===== src/verilog/sar_ctrl_map.vh =====
// register offsets, field positions, reset values and timing counts of the converter control
`ifndef SAR_CTRL_MAP_VH
`define SAR_CTRL_MAP_VH
// register indices; byte address is four times the index
`define IDX_CONFIG 8'hBC
`define IDX_RESULT_LOW 8'hBD
`define IDX_RESULT_HIGH 8'hBE
`define IDX_CONTROL 8'hBF
// control register fields
`define CTL_ENABLE 7
`define CTL_DELAY_TRACK 6
`define CTL_DONE 5
`define CTL_BUSY 4
`define CTL_SRC_HI 2
`define CTL_SRC_LO 0
// configuration register fields
`define CFG_DIV_HI 7
`define CFG_DIV_LO 3
`define CFG_LEFT 2
`define CFG_EIGHT 1
`define CFG_GAIN 0
// reset values
`define RST_CONFIG 8'hF8
`define RST_CONTROL 8'h00
`define RST_RESULT 8'h00
// start source codes
`define SRC_SOFTWARE 3'h0
`define SRC_TIMER0 3'h1
`define SRC_TIMER2 3'h2
`define SRC_TIMER1 3'h3
`define SRC_EXT_PIN 3'h4
`define SRC_TIMER3 3'h5
// timing counts in sar clocks
`define DELAY_TRACK_TICKS 4'h3
`define CONV_TICKS_TEN 4'hD
`define CONV_TICKS_EIGHT 4'hB
`define BITS_TEN 4'hA
`define BITS_EIGHT 4'h8
`endif


===== src/verilog/sar_adc_conversion_control.v =====
// conversion control of a 10-bit successive approximation converter with an ahb-lite slave
//
// Chosen here: the register addresses and register access over AHB-Lite.
`include "sar_ctrl_map.vh"
`timescale 1ns/1ps
`default_nettype none
module sar_adc_conversion_control (
	input wire hclk, // system clock, 250 MHz
	input wire hresetn, // asynchronous reset, active low
	input wire hsel, // slave select
	input wire [31:0] haddr, // byte address
	input wire [1:0] htrans, // transfer type
	input wire hwrite, // write when high
	input wire [2:0] hsize, // transfer size, word only
	input wire [31:0] hwdata, // write data
	input wire hready, // bus ready
	output wire hreadyout, // slave ready, always high
	output wire hresp, // response, always okay
	output reg [31:0] hrdata, // read data
	input wire timer0_ovf, // timer 0 overflow pulse
	input wire timer1_ovf, // timer 1 overflow pulse
	input wire timer2_low_ovf, // timer 2 low byte overflow pulse
	input wire timer2_high_ovf, // timer 2 high byte overflow pulse
	input wire timer2_split, // timer 2 runs as 8-bit timers
	input wire timer3_low_ovf, // timer 3 low byte overflow pulse
	input wire timer3_high_ovf, // timer 3 high byte overflow pulse
	input wire timer3_split, // timer 3 runs as 8-bit timers
	input wire external_convert_start, // external start pin level
	input wire comparator_in, // high when input at or above trial code
	input wire done_irq_enable, // interrupt enable from system
	output wire converter_powered, // analog part out of shutdown
	output wire track_active, // track and hold is tracking
	output wire [9:0] dac_trial_code, // trial code to the capacitor dac
	output wire gain_one, // gain select to analog stage
	output wire done_irq // interrupt request, level
);
	// sequencing overview:
	// idle tracks the input while enabled, except with the pin source, delay bit clear and pin high, and a trigger accepted there starts a conversion
	// the delay state spends three sar ticks still tracking before the trials
	// the convert state trials one bit per sar tick, msb first
	// the remaining ticks of a conversion only let the result settle
	// the result bytes and the done flag load together on the last tick
	// clearing the enable bit drops back to idle, keeping the old result
	// triggers that arrive while busy or shut down are dropped, never queued
	// eight-bit mode is latched per conversion; divider and justify act live
	// a hardware set of the done flag wins over a software clear in one cycle
	// busy reads 0 as soon as the enable bit is cleared
	// bus side:
	// zero wait states, the slave never stretches a transfer
	// write data is taken in the data phase, read data is registered
	// writes decode only the word index bits; reads also need the upper address bits zero
	// a read straight after a write to the same register sees the old value
	localparam ST_IDLE = 2'h0; // tracking, shut down, or holding on a high start pin
	localparam ST_DELAY = 2'h1; // extra tracking ticks
	localparam ST_CONV = 2'h2; // bit trials

	// register state
	reg [7:0] config_q; // configuration register
	reg converter_enable_bit_q; // enable bit
	reg delayed_track_enable_q; // delayed tracking bit
	reg conversion_done_flag_q; // done flag
	reg [2:0] start_source_select_q; // start source
	reg [7:0] result_high_byte_q; // result high byte
	reg [7:0] result_low_byte_q; // result low byte
	reg [1:0] state_q; // sequencer state
	reg [4:0] div_cnt_q; // sar clock divider count
	reg [3:0] tick_q; // sar ticks in current phase
	reg [9:0] code_q; // successive approximation register
	reg [3:0] bit_q; // bit under trial
	reg eight_q; // eight-bit mode latched at start
	reg pin_prev_q; // last pin level for edge detect
	reg wr_pend_q; // write data phase pending
	reg [7:0] wr_idx_q; // index of pending write

	// decoded fields and sequencer strobes
	wire [4:0] sar_clock_divider = config_q[`CFG_DIV_HI:`CFG_DIV_LO]; // divider field
	wire left_justify_select = config_q[`CFG_LEFT]; // justify select
	wire eight_bit_mode_enable = config_q[`CFG_EIGHT]; // eight-bit mode
	wire busy = converter_enable_bit_q && (state_q != ST_IDLE); // 0 once shut down
	wire sar_tick = busy && (div_cnt_q == sar_clock_divider); // one sar clock
	wire [3:0] total_ticks = eight_q ? `CONV_TICKS_EIGHT : `CONV_TICKS_TEN;
	wire [3:0] lsb_pos = eight_q ? 4'h2 : 4'h0; // last bit to trial
	wire finish = (state_q == ST_CONV) && sar_tick && (tick_q == total_ticks - 4'h1);
	wire addr_take = hsel && htrans[1] && hready; // valid address phase
	wire [7:0] addr_idx = haddr[9:2]; // word index
	wire ctl_wr = wr_pend_q && (wr_idx_q == `IDX_CONTROL); // control write in data phase
	wire sw_start = ctl_wr && hwdata[`CTL_BUSY]; // software start request
	reg trigger; // selected trigger pulse

	// fixed bus answers and analog side outputs
	assign hreadyout = 1'b1;
	assign hresp = 1'b0;
	assign converter_powered = converter_enable_bit_q;
	assign dac_trial_code = code_q;
	assign gain_one = config_q[`CFG_GAIN];
	assign done_irq = conversion_done_flag_q && done_irq_enable;
	// tracking: internal sources when idle, pin source per delay bit and pin level
	assign track_active = converter_enable_bit_q && ((state_q == ST_DELAY) ||
		((state_q == ST_IDLE) && ((start_source_select_q != `SRC_EXT_PIN) ||
		delayed_track_enable_q || !external_convert_start)));

	// result formatting for both justifications and eight-bit mode
	function [15:0] format_result;
		input [9:0] code;
		input eight;
		input left;
		begin
			// eight-bit mode ignores the justify select
			if (eight) begin
				format_result = {code[9:2], 8'h00};
			end else if (left) begin
				format_result = {code, 6'h00};
			end else begin
				format_result = {6'h00, code};
			end
		end
	endfunction

	// trigger selection
	always @* begin
		trigger = 1'b0;
		case (start_source_select_q)
			`SRC_SOFTWARE: trigger = sw_start;
			`SRC_TIMER0: trigger = timer0_ovf;
			// timers 2 and 3 follow their split mode
			`SRC_TIMER2: trigger = timer2_split ? timer2_low_ovf : timer2_high_ovf;
			`SRC_TIMER1: trigger = timer1_ovf;
			// the pin source fires on a low to high step only
			`SRC_EXT_PIN: trigger = external_convert_start && !pin_prev_q;
			`SRC_TIMER3: trigger = timer3_split ? timer3_low_ovf : timer3_high_ovf;
			default: trigger = 1'b0;
		endcase
	end

	// ahb address phase capture and registered read data
	always @(posedge hclk or negedge hresetn) begin
		if (!hresetn) begin
			wr_pend_q <= 1'b0;
			wr_idx_q <= 8'h00;
			hrdata <= 32'h00000000;
		end else begin
			// remember a write for its data phase
			wr_pend_q <= addr_take && hwrite;
			wr_idx_q <= addr_idx;
			// read data is captured in the address phase
			if (addr_take && !hwrite) begin
				if (haddr[31:10] != 22'h000000) begin
					hrdata <= 32'h00000000; // unmapped reads zero
				end else if (addr_idx == `IDX_CONFIG) begin
					hrdata <= {24'h000000, config_q};
				end else if (addr_idx == `IDX_RESULT_LOW) begin
					hrdata <= {24'h000000, result_low_byte_q};
				end else if (addr_idx == `IDX_RESULT_HIGH) begin
					hrdata <= {24'h000000, result_high_byte_q};
				end else if (addr_idx == `IDX_CONTROL) begin
					hrdata <= {24'h000000, converter_enable_bit_q, delayed_track_enable_q,
						conversion_done_flag_q, busy, 1'b0, start_source_select_q};
				end else begin
					hrdata <= 32'h00000000;
				end
			end
		end
	end

	// software writable registers and done flag
	always @(posedge hclk or negedge hresetn) begin
		if (!hresetn) begin
			config_q <= `RST_CONFIG;
			converter_enable_bit_q <= 1'b0;
			delayed_track_enable_q <= 1'b0;
			conversion_done_flag_q <= 1'b0;
			start_source_select_q <= 3'h0;
			pin_prev_q <= 1'b0;
		end else begin
			pin_prev_q <= external_convert_start;
			// configuration takes the whole byte
			if (wr_pend_q && (wr_idx_q == `IDX_CONFIG)) begin
				config_q <= hwdata[7:0];
			end
			// busy is not stored from this write; it only requests a start
			if (ctl_wr) begin
				converter_enable_bit_q <= hwdata[`CTL_ENABLE];
				delayed_track_enable_q <= hwdata[`CTL_DELAY_TRACK];
				start_source_select_q <= hwdata[`CTL_SRC_HI:`CTL_SRC_LO];
			end
			// hardware set wins over a software write
			if (finish) begin
				conversion_done_flag_q <= 1'b1;
			end else if (ctl_wr) begin
				conversion_done_flag_q <= hwdata[`CTL_DONE];
			end
		end
	end

	// sar clock divider, restarted on each accepted trigger
	always @(posedge hclk or negedge hresetn) begin
		if (!hresetn) begin
			div_cnt_q <= 5'h00;
		// counts only while busy, so each conversion starts on a fresh phase
		end else if (!busy || sar_tick) begin
			div_cnt_q <= 5'h00;
		end else begin
			div_cnt_q <= div_cnt_q + 5'h01;
		end
	end

	// conversion sequencer
	always @(posedge hclk or negedge hresetn) begin
		if (!hresetn) begin
			state_q <= ST_IDLE;
			tick_q <= 4'h0;
			code_q <= 10'h000;
			bit_q <= 4'h9;
			eight_q <= 1'b0;
			result_high_byte_q <= `RST_RESULT;
			result_low_byte_q <= `RST_RESULT;
		end else begin
			// result bytes are writable by software as well
			if (wr_pend_q && (wr_idx_q == `IDX_RESULT_LOW)) begin
				result_low_byte_q <= hwdata[7:0];
			end
			if (wr_pend_q && (wr_idx_q == `IDX_RESULT_HIGH)) begin
				result_high_byte_q <= hwdata[7:0];
			end
			if (!converter_enable_bit_q) begin
				// abort leaves the result and the done flag untouched
				state_q <= ST_IDLE; // shutdown aborts
				tick_q <= 4'h0;
			end else begin
				case (state_q)
					ST_IDLE: begin
						// triggers only count here
						if (trigger) begin
							tick_q <= 4'h0;
							// first trial is the midpoint, msb set
							code_q <= 10'h200;
							bit_q <= 4'h9;
							eight_q <= eight_bit_mode_enable;
							if (delayed_track_enable_q) begin
								state_q <= ST_DELAY;
							end else begin
								state_q <= ST_CONV;
							end
						end
					end
					ST_DELAY: begin
						if (sar_tick) begin
							// count the extra tracking ticks
							if (tick_q == `DELAY_TRACK_TICKS - 4'h1) begin
								tick_q <= 4'h0;
								state_q <= ST_CONV;
							end else begin
								tick_q <= tick_q + 4'h1;
							end
						end
					end
					ST_CONV: begin
						if (sar_tick) begin
							tick_q <= tick_q + 4'h1;
							// bit trials in the first ticks, then settle to the end
							if (tick_q < (eight_q ? `BITS_EIGHT : `BITS_TEN)) begin
								// the comparator decides the bit under trial
								if (!comparator_in) begin
									code_q[bit_q] <= 1'b0;
								end
								// arm the next lower bit as the new trial
								if (bit_q != lsb_pos) begin
									code_q[bit_q - 4'h1] <= 1'b1;
									bit_q <= bit_q - 4'h1;
								end
							end
							if (finish) begin
								{result_high_byte_q, result_low_byte_q} <=
									format_result(code_q, eight_q, left_justify_select);
								state_q <= ST_IDLE;
							end
						end
					end
					default: begin
						// unused state code falls back to idle
						state_q <= ST_IDLE;
					end
				endcase
			end
		end
	end
endmodule
`default_nettype wire


===== config.mk =====
export PLATFORM = sky130hd
export DESIGN_NAME = sar_adc_conversion_control
export DESIGN_NICKNAME = d
export VERILOG_FILES = /design/src/verilog/sar_adc_conversion_control.v
export VERILOG_INCLUDE_DIRS = /design/src /design/src/verilog
export SDC_FILE = /design/constraint.sdc
export NUM_CORES = 1
export LEC_CHECK = 0
export BUFFER_PORTS_ARGS = -buffer_cell sky130_fd_sc_hd__buf_4
export CELL_PAD_IN_SITES_DETAIL_PLACEMENT = 0
export CELL_PAD_IN_SITES_GLOBAL_PLACEMENT = 1
export CORE_UTILIZATION = 42
export CTS_BUF_LIST = sky130_fd_sc_hd__clkbuf_4 sky130_fd_sc_hd__clkbuf_8 sky130_fd_sc_hd__clkbuf_16
export CTS_CLUSTER_SIZE = 20
export DETAILED_ROUTE_END_ITERATION = 10
export GPL_TIMING_DRIVEN = 0
export PLACE_DENSITY_LB_ADDON = 0.1
export SYNTH_ARGS = -nofsm -noshare
export SYNTH_HDL_FRONTEND = slang
export SYNTH_SLANG_ARGS = --single-unit

===== constraint.sdc =====
create_clock -name hclk -period 3.55 [get_ports hclk]
set_input_delay 0.355 -clock hclk [delete_from_list [all_inputs] [get_ports hclk]]
set_output_delay 0.355 -clock hclk [all_outputs]
set_load 0.02 [all_outputs]

# Yosys cells after proc, flatten, opt, wreduce, memory -nomap -nowiden
# Cells that the tools add are included.
[word_totals]
reg_bits = 98
latchBits = 0
ramBits = 0
romBits = 0
in_bits = 85
out_inout_bits = 48
wordCells = 156
mem_count = 0
[op_classes]
add_sub_neg = 4
n_mul = 0
div = 0
order_cmp = 5
n_eq_ne = 30
shift = 0
n_mux = 59
bitwise_logic = 3
n_reduce_logical = 38
[ops]
columns = ["op", "n"]
rows = [
  ["8-bit 2-to-1 mux", 15],
  ["10-bit 2-to-1 mux", 9],
  ["8-bit == test (second input constant)", 8],
  ["4-bit 2-to-1 mux", 9],
  ["16-bit 2-to-1 mux", 2],
  ["22-bit nonzero test", 1],
  ["10-bit case mux with 2 select lines", 1],
  ["1-bit logical AND", 19],
  ["2-bit 2-to-1 mux", 9],
  ["3-bit inequality test (second input constant)", 5],
  ["4-bit case mux with 3 select lines", 1],
  ["10-bit bitwise AND", 1],
  ["4-bit by 5-bit less-than comparator with 1-bit output (second input constant)", 2],
  ["10-bit inverter", 1],
  ["10-bit OR", 1],
  ["5-bit AND reduction", 2],
  ["1-bit demux with 4-bit select", 2],
  ["4-bit by 1-bit greater-or-equal comparator with 1-bit output (second input constant)", 2],
  ["4-bit case mux with 2 select lines", 1],
  ["4-bit by 1-bit subtractor with 4-bit output (second input constant)", 2],
  ["3-bit by 2-bit == test with 1-bit output (second input constant)", 2],
  ["3-bit == test (second input constant)", 2],
  ["1-bit 2-to-1 mux", 6],
  ["1-bit case mux with 6 select lines", 1],
  ["25 further kinds", 35],
]

# Longest topological paths before layout
# Gate-level depths: netlist of the first run.
[depth]
depth_word = 16
mapped_depth = 10
ltp_nobuf = 8

# Worst setup path after synthesis of the first run
# Ideal clock, no wire load.
[synth_path]
kind = "reg2reg"
from = "reg eight_q"
to = "reg state_q[0]"
t_arrival_ns = 1.920
path_slack_ns = 1.509
stages_incl_launch_ff = 9
cell_sequence = "dfrtp_1 clkbuf_1 inv_1 ha_1 nor4_1 a31oi_1 o21ai_0 o21ai_0 a32o_1"
[synth_via]
elab_chain_cells = 6
[synth_lines]
columns = ["item", "line", "rtl"]
rows = [
  ["from (decl)", "sar_adc_conversion_control.v:70", "reg eight_q;"],
  ["from (signal assigned)", "sar_adc_conversion_control.v:238", "eight_q <= eight_bit_mode_enable;"],
  ["3-bit 2-to-1 mux (no source line)", "n/a", ""],
  ["4-bit by 1-bit subtractor with 4-bit output", "sar_adc_conversion_control.v:83", "wire finish = (state_q == ST_CONV) && sar_tick && (tick_q == total_ticks - 4'h1);"],
  ["4-bit == test", "sar_adc_conversion_control.v:83", ""],
  ["1-bit logical AND", "sar_adc_conversion_control.v:83", ""],
  ["3-bit inequality test (no source line)", "n/a", ""],
  ["5-bit AND reduction (no source line)", "n/a", ""],
  ["to (signal assigned)", "sar_adc_conversion_control.v:210", "state_q <= ST_IDLE;"],
  ["to (signal assigned)", "sar_adc_conversion_control.v:227", "state_q <= ST_IDLE;"],
  ["to (signal assigned)", "sar_adc_conversion_control.v:240", "state_q <= ST_DELAY;"],
  ["to (decl)", "sar_adc_conversion_control.v:65", "reg [1:0] state_q;"],
]
# Every way passes these cells.
# A chain may end at the register's enable or synchronous reset.

# Worst setup path in the final report of the first run
[layout_path]
from = "reg eight_q"
to = "reg result_low_byte_q[0]"
[layout_via]
elab_chain_cells = 8
elab_cells_between_ends = 9
classes_between = "1 x add/sub; 1 x eq/ne; 6 x mux; 1 x reduce/logical"
[layout_lines]
columns = ["item", "line", "rtl"]
rows = [
  ["3-bit 2-to-1 mux (no source line)", "n/a", ""],
  ["4-bit by 1-bit subtractor with 4-bit output", "sar_adc_conversion_control.v:83", ""],
  ["4-bit == test", "sar_adc_conversion_control.v:83", ""],
  ["1-bit logical AND", "sar_adc_conversion_control.v:83", ""],
  ["8-bit 2-to-1 mux (*)", "sar_adc_conversion_control.v:272", "if (finish) begin"],
  ["8-bit 2-to-1 mux (*)", "sar_adc_conversion_control.v:258", "if (sar_tick) begin"],
  ["8-bit 2-to-1 mux (*)", "sar_adc_conversion_control.v:230", "case (state_q)"],
  ["8-bit 2-to-1 mux (*)", "sar_adc_conversion_control.v:225", "if (!converter_enable_bit_q) begin"],
  ["to (signal assigned)", "sar_adc_conversion_control.v:216", "result_low_byte_q <= `RST_RESULT;"],
  ["to (signal assigned)", "sar_adc_conversion_control.v:220", "result_low_byte_q <= hwdata[7:0];"],
  ["to (signal assigned)", "sar_adc_conversion_control.v:273", "{result_high_byte_q, result_low_byte_q} <="],
  ["to (decl)", "sar_adc_conversion_control.v:64", "reg [7:0] result_low_byte_q;"],
]
# Mark *: on every way between the ends. The rest lies on a longest branch, timed or not.

==> reports/qor.csv, run 1 <==
metric;value;unit
post-route clock period utilization;0.7511;
post-synthesis adder-cell area fraction;0.03547;
RSZ-0062 raised after global routing;false;
I/O Buffers;76;
ANT cells;0;
relative slew slack;0.2560;
crit path from;eight_q$_DFFE_PN0P_;
Post-Synth XOR/XNOR Area;0.02069;
Pins Over Slew Limit;0;
WL final;10.95;mm
DR WL/cell;16.08;um
CTS tree;yes;
detailed-route via count;3597;
drt drc;0;
layout cell share with drive strength beyond 1;0.2810;
# hold bufs at CTS;0;
Core Rows;36;
Yosys reg bits;74;
prevailing post-synth register cell;dfrtp_1;
Setup Viol. Count Final;0;
Post-synth EDFFs;0;
Post-Synthesis Cell Area;4233;um^2
H-tree level count;3;
Design Area, Final;5325;um^2
VDD IR max;0.2168;mV
Antenna Nets Post-Route;0;
clk buf depth;2;
Post-synth ARST share;1.000;
worst hold path type;in -> reg;
status;finished, final reports clean;
maximum clock frequency;0.3750;GHz
vias in the first global route;3450;
worst hold slack;0.09678;ns
largest family of logic cells by synthesized area;compound AO/OA/AOI/OAI gates;
synthesized area per cell;9.798;um^2
Max stage delay on crit path;0.43;ns
P per Cell Area;364.6;nW/um^2
die area;10480;um^2
largest net degree at the start of global routing;75;
Final Hold Viols;0;
first-pass GRT wire length;17.32;mm
GRT Util Overall;0.2208;
Crit Path Max Fanout;10;
routing usage on met3;0.03967;
startpoint types;register;
Synth-to-Final Area Change;25.81;%
Hold Path Origin;haddr[8];
Overall Power;1942;uW
Placer Congestion;0.8674;
Max Cap Violations;0;
mux cell area share after synthesis;0.1017;
initial drt markers;106;
Worst-path clk slew;0.09;ns
core area;9774;um^2
Leak;0.002430;uW
CTS root buf;clkbuf_8;
synth unique cells;62;
Nets;640;
Worst-Skew Late Latency;0.36;ns
# Post-CTS Setup Buffers;0;
gr ovfl total;0;
HPWL after DPL;8.077;mm
First-pass DRT Iterations;5;
Fin Clk Skew;0.01466;ns
Synth Area in Simple Gates;0.1419;
initial antenna violation count;0;
Final min period;2.666;ns
cell taking the most area after synthesis;dfrtp_1;
Crit Reg-Reg Startpoint;eight_q$_DFFE_PN0P_;
sequential cell area fraction in the yosys report;0.4396;
DIE WIDTH;102.4;um
setup TNS;0;ns
top post-synthesis cells by area;dfrtp_1 40%, mux2i_1 5.9%, a21oi_1 4.7%;
IO Count;133;
DP Area;5060;um^2
grt peak-use layer;met2;
Post-Synthesis Cells;432;
Die Y;102.4;um
WHS Path Cells;1;
CP Data Arrival Time;2.88;ns
clock buffers created by TritonCTS;9;
WS Path Type;reg -> reg;
GRT met2 Usage;0.3707;
detailed-route vias per instance;5.282;
Slew @ Worst Pin;1.107;ns
Register-to-Register Path Depth;8;
Synthesis Warnings;0;
CP Cell Sequence;clkbuf_1 -> inv_1 -> ha_1 -> nor4_1 -> nand4_1 -> clkbuf_1 -> a21oi_1 -> a21oi_1;
Worst Setup End Kind;register;
most frequent cells after synthesis;67 x dfrtp_1, 42 x nand2_1, 40 x a21oi_1;
Required @ worst endpoint;3.76;ns
PostCTS Resize Cnt;0;
most frequent cell after synthesis;dfrtp_1;
met1 track demand over resource;0.2789;
Initial Util;0.4331;
Compound-Gate Fraction of Synth Area;0.1756;
slowest CP cell;nor4_1;
clock sinks;74;
top cell type's share of synthesized area;0.3961;
==> stage by stage <==
step	utilization	setup slack, ns	instances
finish	0.5448	0.8836	681
global route	0.5448	0.5660	681
CTS	0.5448	0.8777	681
detailed placement	0.5177	0.9027	665
global placement	0.5177	0.9589	665
floorplan	-	1.509	456
==> cells by family after synthesis <==
kind of cell               after synthesis
adders and majority gates               12
DFF                                     74
xor gates and xnor gates                10
and+or+nand+nor                        116
buffers and inverters                   64
other                                    2
AOI/OAI and AO/OA                      114
muxes                                   40
==> worst max-delay path, delay by kind of cell (launching register included) <==
| kind | cells | cell delay [ns] |
|---|---|---|
| buffers and inverters | 3 | 0.80 |
| AND/OR/NAND/NOR | 2 | 0.76 |
| AO/OA/AOI/OAI | 2 | 0.33 |
| flip-flops | 1 | 0.32 |
| adder cells (fa/ha/maj) | 1 | 0.30 |
==> final cells by class <==
type,instances,area [um^2]
clock buffers,9,123.9
clock inverters,7,141.4
fillers,874,4449
plain buffers,45,281.5
repair buffers,76,570.5
inverters,19,71.32
well taps,133,166.4
flip-flops and latches,74,1861
multi-input cells,318,2110
==> path summary, 6_finish.rpt <==
check	slack [ns]	to
min reg2reg	0.49	hrdata[6]$_DFFE_PN0P_
max reg2reg	0.88	result_low_byte_q[0]$_DFF_PN0_
max	0.88	result_low_byte_q[0]$_DFF_PN0_
min in group asynchronous	0.11	wr_idx_q[5]$_DFF_PN0_
min	0.1	wr_idx_q[6]$_DFF_PN0_
max in group asynchronous	2.81	tick_q[3]$_DFFE_PN0P_
==> state kept, by name, summed over array words and instances, names as in the netlist, 2 cells and up <==
signal	cells
dac_trial_code	10
config_q	8
hrdata	8
result_high_byte_q	8
result_low_byte_q	8
wr_idx_q	8
div_cnt_q	5
bit_q	4
tick_q	4
start_source_select_q	3
state_q	2
==> power breakdown <==
group / leakage, uW / switching (uW) / total, uW / internal, uW
logic: 0.00142 / 104 / 191 / 87.7
clock network: 0.000129 / 342 / 880 / 538
registers: 0.000884 / 12.9 / 870 / 857
==> layout by cell type (no fill, tap or decap), types with 3 or more instances in the layout <==
cell type / Yosys / layout
ha_1: 12 / 12
clkbuf_1: 16 / 16
o31ai_1: 3 / 3
o2bb2ai_1: 4 / 4
and2_1: 4 / 4
dfrtp_1: 67 / 67
nor4b_1: 4 / 4
o21ai_0: 32 / 32
clkbuf_8: 0 / 9
and3_1: 3 / 3
a31oi_1: 5 / 5
nand3_1: 7 / 7
inv_1: 19 / 19
nand2_1: 42 / 42
nor2_1: 20 / 20
conb_1: 2 / 26
o221ai_1: 6 / 6
nor4_1: 7 / 7
nand4_1: 3 / 3
bufinv_16: 0 / 4
buf_4: 26 / 102
mux2i_1: 25 / 25
nor3_1: 6 / 6
mux2_2: 14 / 14
xor2_1: 8 / 8
a21oi_1: 40 / 40
dfstp_2: 7 / 7
nand2b_1: 3 / 3
o22ai_1: 4 / 4
==> per-layer routing <==
layer | share of wire | up-vias
li1 | - | 1724
met1 | 0.43 | 1728
met2 | 0.49 | 130
met3 | 0.062 | 15
met4 | 0.018 | 0
met5 | 0 | -
Power figures use the tool's default switching activity.
==> run 2, diff against run 1 <==
Settings changed: ABC_AREA set to 1, CORE_UTILIZATION 42 to 37.
Clock period 3.55 ns to 2.8 ns, I/O delays scaled along.
==> run 2 against run 1 <==
Cell count is 36% higher. Combinational power increased to 7.6 times the previous value. Sequential share of layout area down 2.9 points. Routed wire length rose by 8.7%. First-iteration DRC count up 62%. Register-to-register slack lost 0.10 ns. Largest cell class unchanged.
==> reports/qor.csv, run 2 <==
metric;value;unit;change
synthesized area per cell;7.196;um^2;was 9.798 um^2
HPWL after DPL;9.225;mm;was 8.077 mm
detailed-route vias per instance;4.578;;was 5.282
Placer Congestion;0.8600;;was 0.8674
Nets;848;;was 640
Initial Util;0.3818;;was 0.4331
cell taking the most area after synthesis;dfrtp_1;;unchanged
prevailing post-synth register cell;dfrtp_1;;unchanged
setup TNS;0;ns;unchanged
most frequent cells after synthesis;212 x nand2_1, 69 x inv_1, 67 x dfrtp_1;;was 67 x dfrtp_1, 42 x nand2_1, 40 x a21oi_1
Post-Synthesis Cells;640;;was 432
WS Path Type;reg -> reg;;unchanged
Sw Ratio;0.3806;;was 0.2363
Slew @ Worst Pin;0.9526;ns;was 1.107 ns
Synthesis Warnings;0;;unchanged
most frequent cells in the layout;212 x nand2_1, 103 x buf_4, 69 x inv_1;;was 102 x buf_4, 67 x dfrtp_1, 42 x nand2_1
most common cell after layout, fill and taps aside;nand2_1;;was buf_4
Final Hold Viols;0;;unchanged
Design Area, Final;5807;um^2;was 5325 um^2
synth unique cells;41;;was 62
largest net degree at the start of global routing;75;;unchanged
CTS tree;yes;;unchanged
top cell type's share of synthesized area;0.3640;;was 0.3961
register area;1861;um^2;unchanged
DR WL/cell;12.88;um;was 16.08 um
Pins Over Slew Limit;0;;unchanged
Core Rows;40;;was 36
relative slew slack;0.3650;;was 0.2560
CTS root buf;clkbuf_16;;was clkbuf_8
# Post-CTS Setup Buffers;0;;unchanged
initial drt markers;172;;was 106
status;finished, final reports clean;;unchanged
startpoint types;register;;unchanged
clk buf depth;2;;unchanged
max reg flops;10;;unchanged
clock buffers created by TritonCTS;9;;unchanged
Fin Clk Skew;0.006798;ns;was 0.01466 ns
most used cell, CP;nand2_1;;
clock sinks;74;;unchanged
Required @ worst endpoint;3.01;ns;was 3.76 ns
Post-Synthesis Cell Area;4606;um^2;was 4233 um^2
H-tree level count;3;;unchanged
drt drc;0;;unchanged
Antenna Nets Post-Route;0;;unchanged
worst hold path type;in -> reg;;unchanged
core area;12060;um^2;was 9774 um^2
Leak;0.003183;uW;was 0.002430 uW
ANT cells;0;;unchanged
Max Cap Violations;0;;unchanged
Post-synth ARST share;1.000;;unchanged
Max stage delay on crit path;0.43;ns;about the same
Post-synth EDFFs;0;;unchanged
Final min period;2.020;ns;was 2.666 ns
maximum clock frequency;0.4951;GHz;was 0.3750 GHz
RSZ-0062 raised after global routing;false;;unchanged
CP Data Arrival Time;2.23;ns;was 2.88 ns
top post-synthesis cells by area;dfrtp_1 36%, nand2_1 17%, inv_1 5.6%;;was dfrtp_1 40%, mux2i_1 5.9%, a21oi_1 4.7%
CP Cell Sequence;inv_2 -> nand2_1 -> nor3_1 -> nand4_1 -> nand3_1 -> nand4_2 -> nand2_1 -> nand2_1;;was clkbuf_1 -> inv_1 -> ha_1 -> nor4_1 -> nand4_1 -> clkbuf_1 -> a21oi_1 -> a21oi_1
Crit Path Max Fanout;10;;unchanged
Worst-Skew Late Latency;0.33;ns;was 0.36 ns
DP Area;5477;um^2;was 5060 um^2
# fillers;1231;;was 874
Die Y;113.6;um;was 102.4 um
P per Cell Area;699.6;nW/um^2;was 364.6 nW/um^2
PostCTS Resize Cnt;0;;unchanged
most frequent cell after synthesis;nand2_1;;was dfrtp_1
vias in the first global route;3938;;was 3450
footprint of the multi-input gates;2285;um^2;was 2110 um^2
sequential cell area fraction in the yosys report;0.4040;;was 0.4396
layout cell share with drive strength beyond 1;0.2143;;was 0.2810
IO Count;133;;unchanged
detailed-route via count;4230;;was 3597
# hold bufs at CTS;0;;unchanged
First-pass DRT Iterations;4;;was 5
Setup Viol. Count Final;0;;unchanged
post-route clock period utilization;0.7213;;was 0.7511
sequential fraction of design power;0.332;;was 0.448
slowest CP cell;dfrtp_1;;was nor4_1
part of the total power dissipated in the clock network;0.311;;was 0.453
Gate power share;0.357;;was 0.098
die area;12900;um^2;was 10480 um^2
switching pwr;1546;uW;was 458.9 uW
Worst Setup End Kind;register;;unchanged
VDD IR max;0.4835;mV;was 0.2168 mV
GRT Util Overall;0.1922;;was 0.2208
gr ovfl total;0;;unchanged
Yosys reg bits;74;;unchanged
internal cell power;2516;uW;was 1483 uW
DIE WIDTH;113.6;um;was 102.4 um
WL final;11.90;mm;was 10.95 mm
first-pass GRT wire length;19.30;mm;was 17.32 mm
Worst-path clk slew;0.06;ns;was 0.09 ns
Synth-to-Final Area Change;26.08;%;was 25.81%
initial antenna violation count;0;;unchanged
I/O Buffers;76;;unchanged
run 2: logic make-up after synthesis:
| kind of cell | after synthesis | share of synthesized area |
|---|---|---|
| AOI/OAI and AO/OA | 85 | 0.1068 |
| xor gates and xnor gates | 6 | 0.01141 |
| adders and majority gates | 12 | 0.03260 |
| buffers and inverters | 116 | 0.1195 |
| DFF | 74 | 0.4040 |
| muxes | 1 | 0.002173 |
| other | 2 | 0.001631 |
| and+or+nand+nor | 344 | 0.3219 |
run 2: worst paths after layout:
path                                                       from                            end  slack, ns  cells after the start
max in group asynchronous                               hresetn  dac_trial_code[9]$_DFFE_PN0P_       2.08                      1
min in group asynchronous                               hresetn          wr_idx_q[3]$_DFF_PN0_       0.11                      1
min reg2reg                               hrdata[4]$_DFFE_PN0P_          hrdata[4]$_DFFE_PN0P_       0.48                      2
max reg2reg                start_source_select_q[0]$_DFFE_PN0P_  dac_trial_code[2]$_DFFE_PN0P_       0.78                      8
min                                                    haddr[8]          wr_idx_q[6]$_DFF_PN0_       0.07                      1
max                        start_source_select_q[0]$_DFFE_PN0P_  dac_trial_code[2]$_DFFE_PN0P_       0.78                      8
run 2: stage by stage:
step | std cells | setup WS, ns | util | power, uW | hold WS (ns)
after global routing | 924 | 0.5930 | 0.4814 | 4356 | 0.05522
final | 924 | 0.7803 | 0.4814 | 4063 | 0.06923
after global placement | 908 | 0.7219 | 0.4540 | 2811 | 0.3987
after CTS | 924 | 0.7249 | 0.4814 | 4116 | 0.05474
after detailed placement | 908 | 0.7256 | 0.4540 | 2827 | 0.3997
after floorplan | 664 | 1.102 | - | 2367 | -0.01559
run 2: worst max-delay path, delay by kind of cell, from the launching register on:
family        cells  cell delay, ns
buf+inv           1            0.10
flops             1            0.43
simple gates      7            1.35
run 2: power by group through the flow:
stage	clock, uW	sequential (uW)	combinational (uW)
after global routing	1340	1370	1640
after floorplan	0	1350	1010
after CTS	1300	1350	1460
final	1260	1350	1450
after detailed placement	0	1370	1460
after global placement	0	1360	1450
run 2: layout make-up:
cell class                 instances  area share
clock inverter                     4     0.01314
inverter                          78     0.05042
timing repair buffer              76     0.09825
multi-input combinational        474      0.3934
tap                              168     0.03620
sequential                        74      0.3204
buffer                            38     0.04439
clock buffer                      12     0.04374
run 2: metal layers:
metal | wire length, um | part of all wire | track usage | vias up
met3 | 475 | 0.040 | 0.02976 | 8
met4 | 170 | 0.014 | 0.07368 | 0
met5 | 0 | 0 | 0 | -
met1 | 5498 | 0.46 | 0.2409 | 1935
li1 | - | - | - | 2193
met2 | 5756 | 0.48 | 0.3329 | 94
==> run 3, diff against run 2 <==
Settings changed: ABC_AREA 1 to 0, CORE_UTILIZATION 37 to 35.
Clock period 2.8 ns to 1.73 ns, I/O delays scaled along.
==> run 3 against run 2 <==
The run now ends with design-rule violations, negative hold slack, negative setup slack left. Flip-flop and latch count stayed put. Clock power is 75% higher. Largest power group is now clock. Maximum frequency is 1.2% lower. Final area is 9.7% higher. Highest routed layer unchanged.
==> reports/qor.csv, run 3 (synthesis results as in run 1) <==
metric;value;unit;change
status;finished with violations;;was finished, final reports clean
violated checks;design-rule violations, negative hold slack, negative setup slack;;
CTS tree;yes;;unchanged
clock sinks;74;;unchanged
post-route clock period utilization;1.182;;was 0.7213
grt peak-use layer;met2;;unchanged
GRT met2 Usage;0.3437;;was 0.3329
Slew @ Worst Pin;0.9417;ns;was 0.9526 ns
clock buffers created by TritonCTS;9;;unchanged
Setup crit end;dac_trial_code[1]$_DFFE_PN0P_;;was dac_trial_code[2]$_DFFE_PN0P_
Pins Over Slew Limit;0;;unchanged
vias in the first global route;3652;;was 3938
Required @ worst endpoint;1.95;ns;was 3.01 ns
core area;11610;um^2;was 12060 um^2
worst flop-to-flop path endpoint;dac_trial_code[1]$_DFFE_PN0P_;;was dac_trial_code[2]$_DFFE_PN0P_
Register-to-Register Path Depth;7;;was 8
IO Count;133;;unchanged
Crit Path Max Fanout;6;;was 10
max reg flops;10;;unchanged
layout cell share with drive strength beyond 1;0.4488;;was 0.2143
met1 track demand over resource;0.2447;;was 0.2409
most frequent cells in the layout;122 x buf_4, 63 x dfrtp_1, 40 x nand2_1;;was 212 x nand2_1, 103 x buf_4, 69 x inv_1
DIE WIDTH;112.0;um;was 113.6 um
Final min period;2.045;ns;was 2.020 ns
Worst Setup End Kind;register;;unchanged
Antenna Nets Post-Route;0;;unchanged
Die Y;112.0;um;was 113.6 um
worst hold slack;-0.02735;ns;was 0.06923 ns
VDD IR max;0.4232;mV;was 0.4835 mV
routing usage on met3;0.04627;;was 0.02976
Nets;678;;was 848
Core Rows;39;;was 40
initial drt markers;161;;was 172
RSZ-0062 raised after global routing;true;;was false
CP Data Arrival Time;2.27;ns;was 2.23 ns
GRT Util Overall;0.2009;;was 0.1922
setup TNS;-7.095;ns;was 0 ns
crit path from;start_source_select_q[0]$_DFFE_PN0P_;;unchanged
first-pass GRT wire length;19.13;mm;was 19.30 mm
r2r setup slk;-0.31;ns;was 0.78 ns
detailed-route vias per instance;5.099;;was 4.578
Synth-to-Final Area Change;50.46;%;was 26.08%
gr ovfl total;0;;unchanged
Fin Clk Skew;0.005842;ns;was 0.006798 ns
Worst-path clk slew;0.06;ns;about the same
H-tree level count;3;;unchanged
clk buf depth;2;;unchanged
detailed-route via count;3717;;was 4230
Worst-Skew Late Latency;0.34;ns;was 0.33 ns
relative slew slack;0.3722;;was 0.3650
Max Cap Violations;0;;unchanged
startpoint types;register;;unchanged
First-pass DRT Iterations;8;;was 4
initial antenna violation count;0;;unchanged
ANT cells;0;;unchanged
Final Hold Viols;23;;was 0
WL final;12.31;mm;was 11.90 mm
Initial Util;0.3645;;was 0.3818
HPWL after DPL;8.048;mm;was 9.225 mm
Setup Viol. Count Final;38;;was 0
largest net degree at the start of global routing;75;;unchanged
CTS root buf;clkbuf_16;;unchanged
die area;12540;um^2;was 12900 um^2
I/O Buffers;76;;unchanged
most common cell after layout, fill and taps aside;buf_4;;was nand2_1
WS Path Type;reg -> reg;;unchanged
DR WL/cell;16.88;um;was 12.88 um
maximum clock frequency;0.4890;GHz;was 0.4951 GHz
PnR worst setup slack;-0.3149;ns;was 0.7803 ns
Crit Reg-Reg Startpoint;start_source_select_q[0]$_DFFE_PN0P_;;unchanged
post-place setup slack;-0.4844;ns;was 0.7256 ns
P per Cell Area;700.0;nW/um^2;was 699.6 nW/um^2
Leak;0.002805;uW;was 0.003183 uW
Placer Congestion;0.8309;;was 0.8600
worst hold path type;in -> async;;was in -> reg
drt drc;9;;was 0
-- run 3: cell count changes in the layout (fill, tap and decap cells not counted), sizes merged, moves of 17 or more --
cell	delta
a21oi	+17
inv	-57
nand2	-170
o21ai	-17
buf	+26
nor2	-48
mux2i	+24
nand3	-29
-- run 3: per-layer routing --
metal	vias to the layer above	wire length, um
met1	1808	5205
met5	-	0
met2	85	6288
met3	20	484
li1	1804	-
met4	0	327
-- run 3: worst min-delay path by stage --
stage | from | end | cells past startpoint
after floorplan | hresetn | bit_q[1]$_DFFE_PN0P_ | 0
after global placement | haddr[8] | wr_idx_q[6]$_DFF_PN0_ | 1
after detailed placement | external_convert_start | pin_prev_q$_DFF_PN0_ | 1
after CTS | hresetn | hrdata[1]$_DFFE_PN0P_ | 1
after global routing | hresetn | hrdata[2]$_DFFE_PN0P_ | 1
final | hresetn | hrdata[1]$_DFFE_PN0P_ | 1
-- run 3: power by group --
| group | internal, uW | switching (uW) |
|---|---|---|
| Sequential | 1760 | 24.4 |
| Combinational | 220 | 241 |
| Clock | 1480 | 727 |
-- run 3: what timing repair did --
action | CTS | global route
hold buffers | 9 | 0
gates cloned | 4 | 1
setup buffers | 19 | 8
pin swaps | 27 | 17
gates resized for setup | 75 | 43
endpoints found under the setup margin | 47 | 45
hold endpoints to repair | 9 | 0
-- run 3: worst max-delay path: stages (launching register included) --
cell       delay [ns]
dfrtp_2          0.44
or4bb_4          0.55
nor2_4           0.15
a2111o_1         0.23
o211a_4          0.23
buf_6            0.13
o21ai_1          0.06
o2bb2ai_1        0.13
-- run 3: layout make-up --
| cell class | instances | area, um^2 |
|---|---|---|
| tap | 143 | 178.9 |
| clock inverter | 4 | 98.84 |
| timing repair buffer | 116 | 974.7 |
| sequential | 74 | 1866 |
| multi-input combinational | 319 | 2585 |
| buffer | 42 | 337.8 |
| inverter | 19 | 73.82 |
| clock buffer | 12 | 254.0 |
| fill | 1028 | 5245 |
-- run 3: metrics by stage --
| stage | total power (uW) | cell area [um^2] | utilization | instances |
|---|---|---|---|---|
| 5_1_grt | 4606 | 6369 | 0.5484 | 729 |
| 3_3_place_gp | 2211 | 5166 | 0.4448 | 675 |
| 2_1_floorplan | 2024 | 4417 | - | 456 |
| 3_5_place_dp | 2213 | 5166 | 0.4448 | 675 |
| 6_report | 4458 | 6369 | 0.5484 | 729 |
| 4_1_cts | 4484 | 6111 | 0.5262 | 722 |
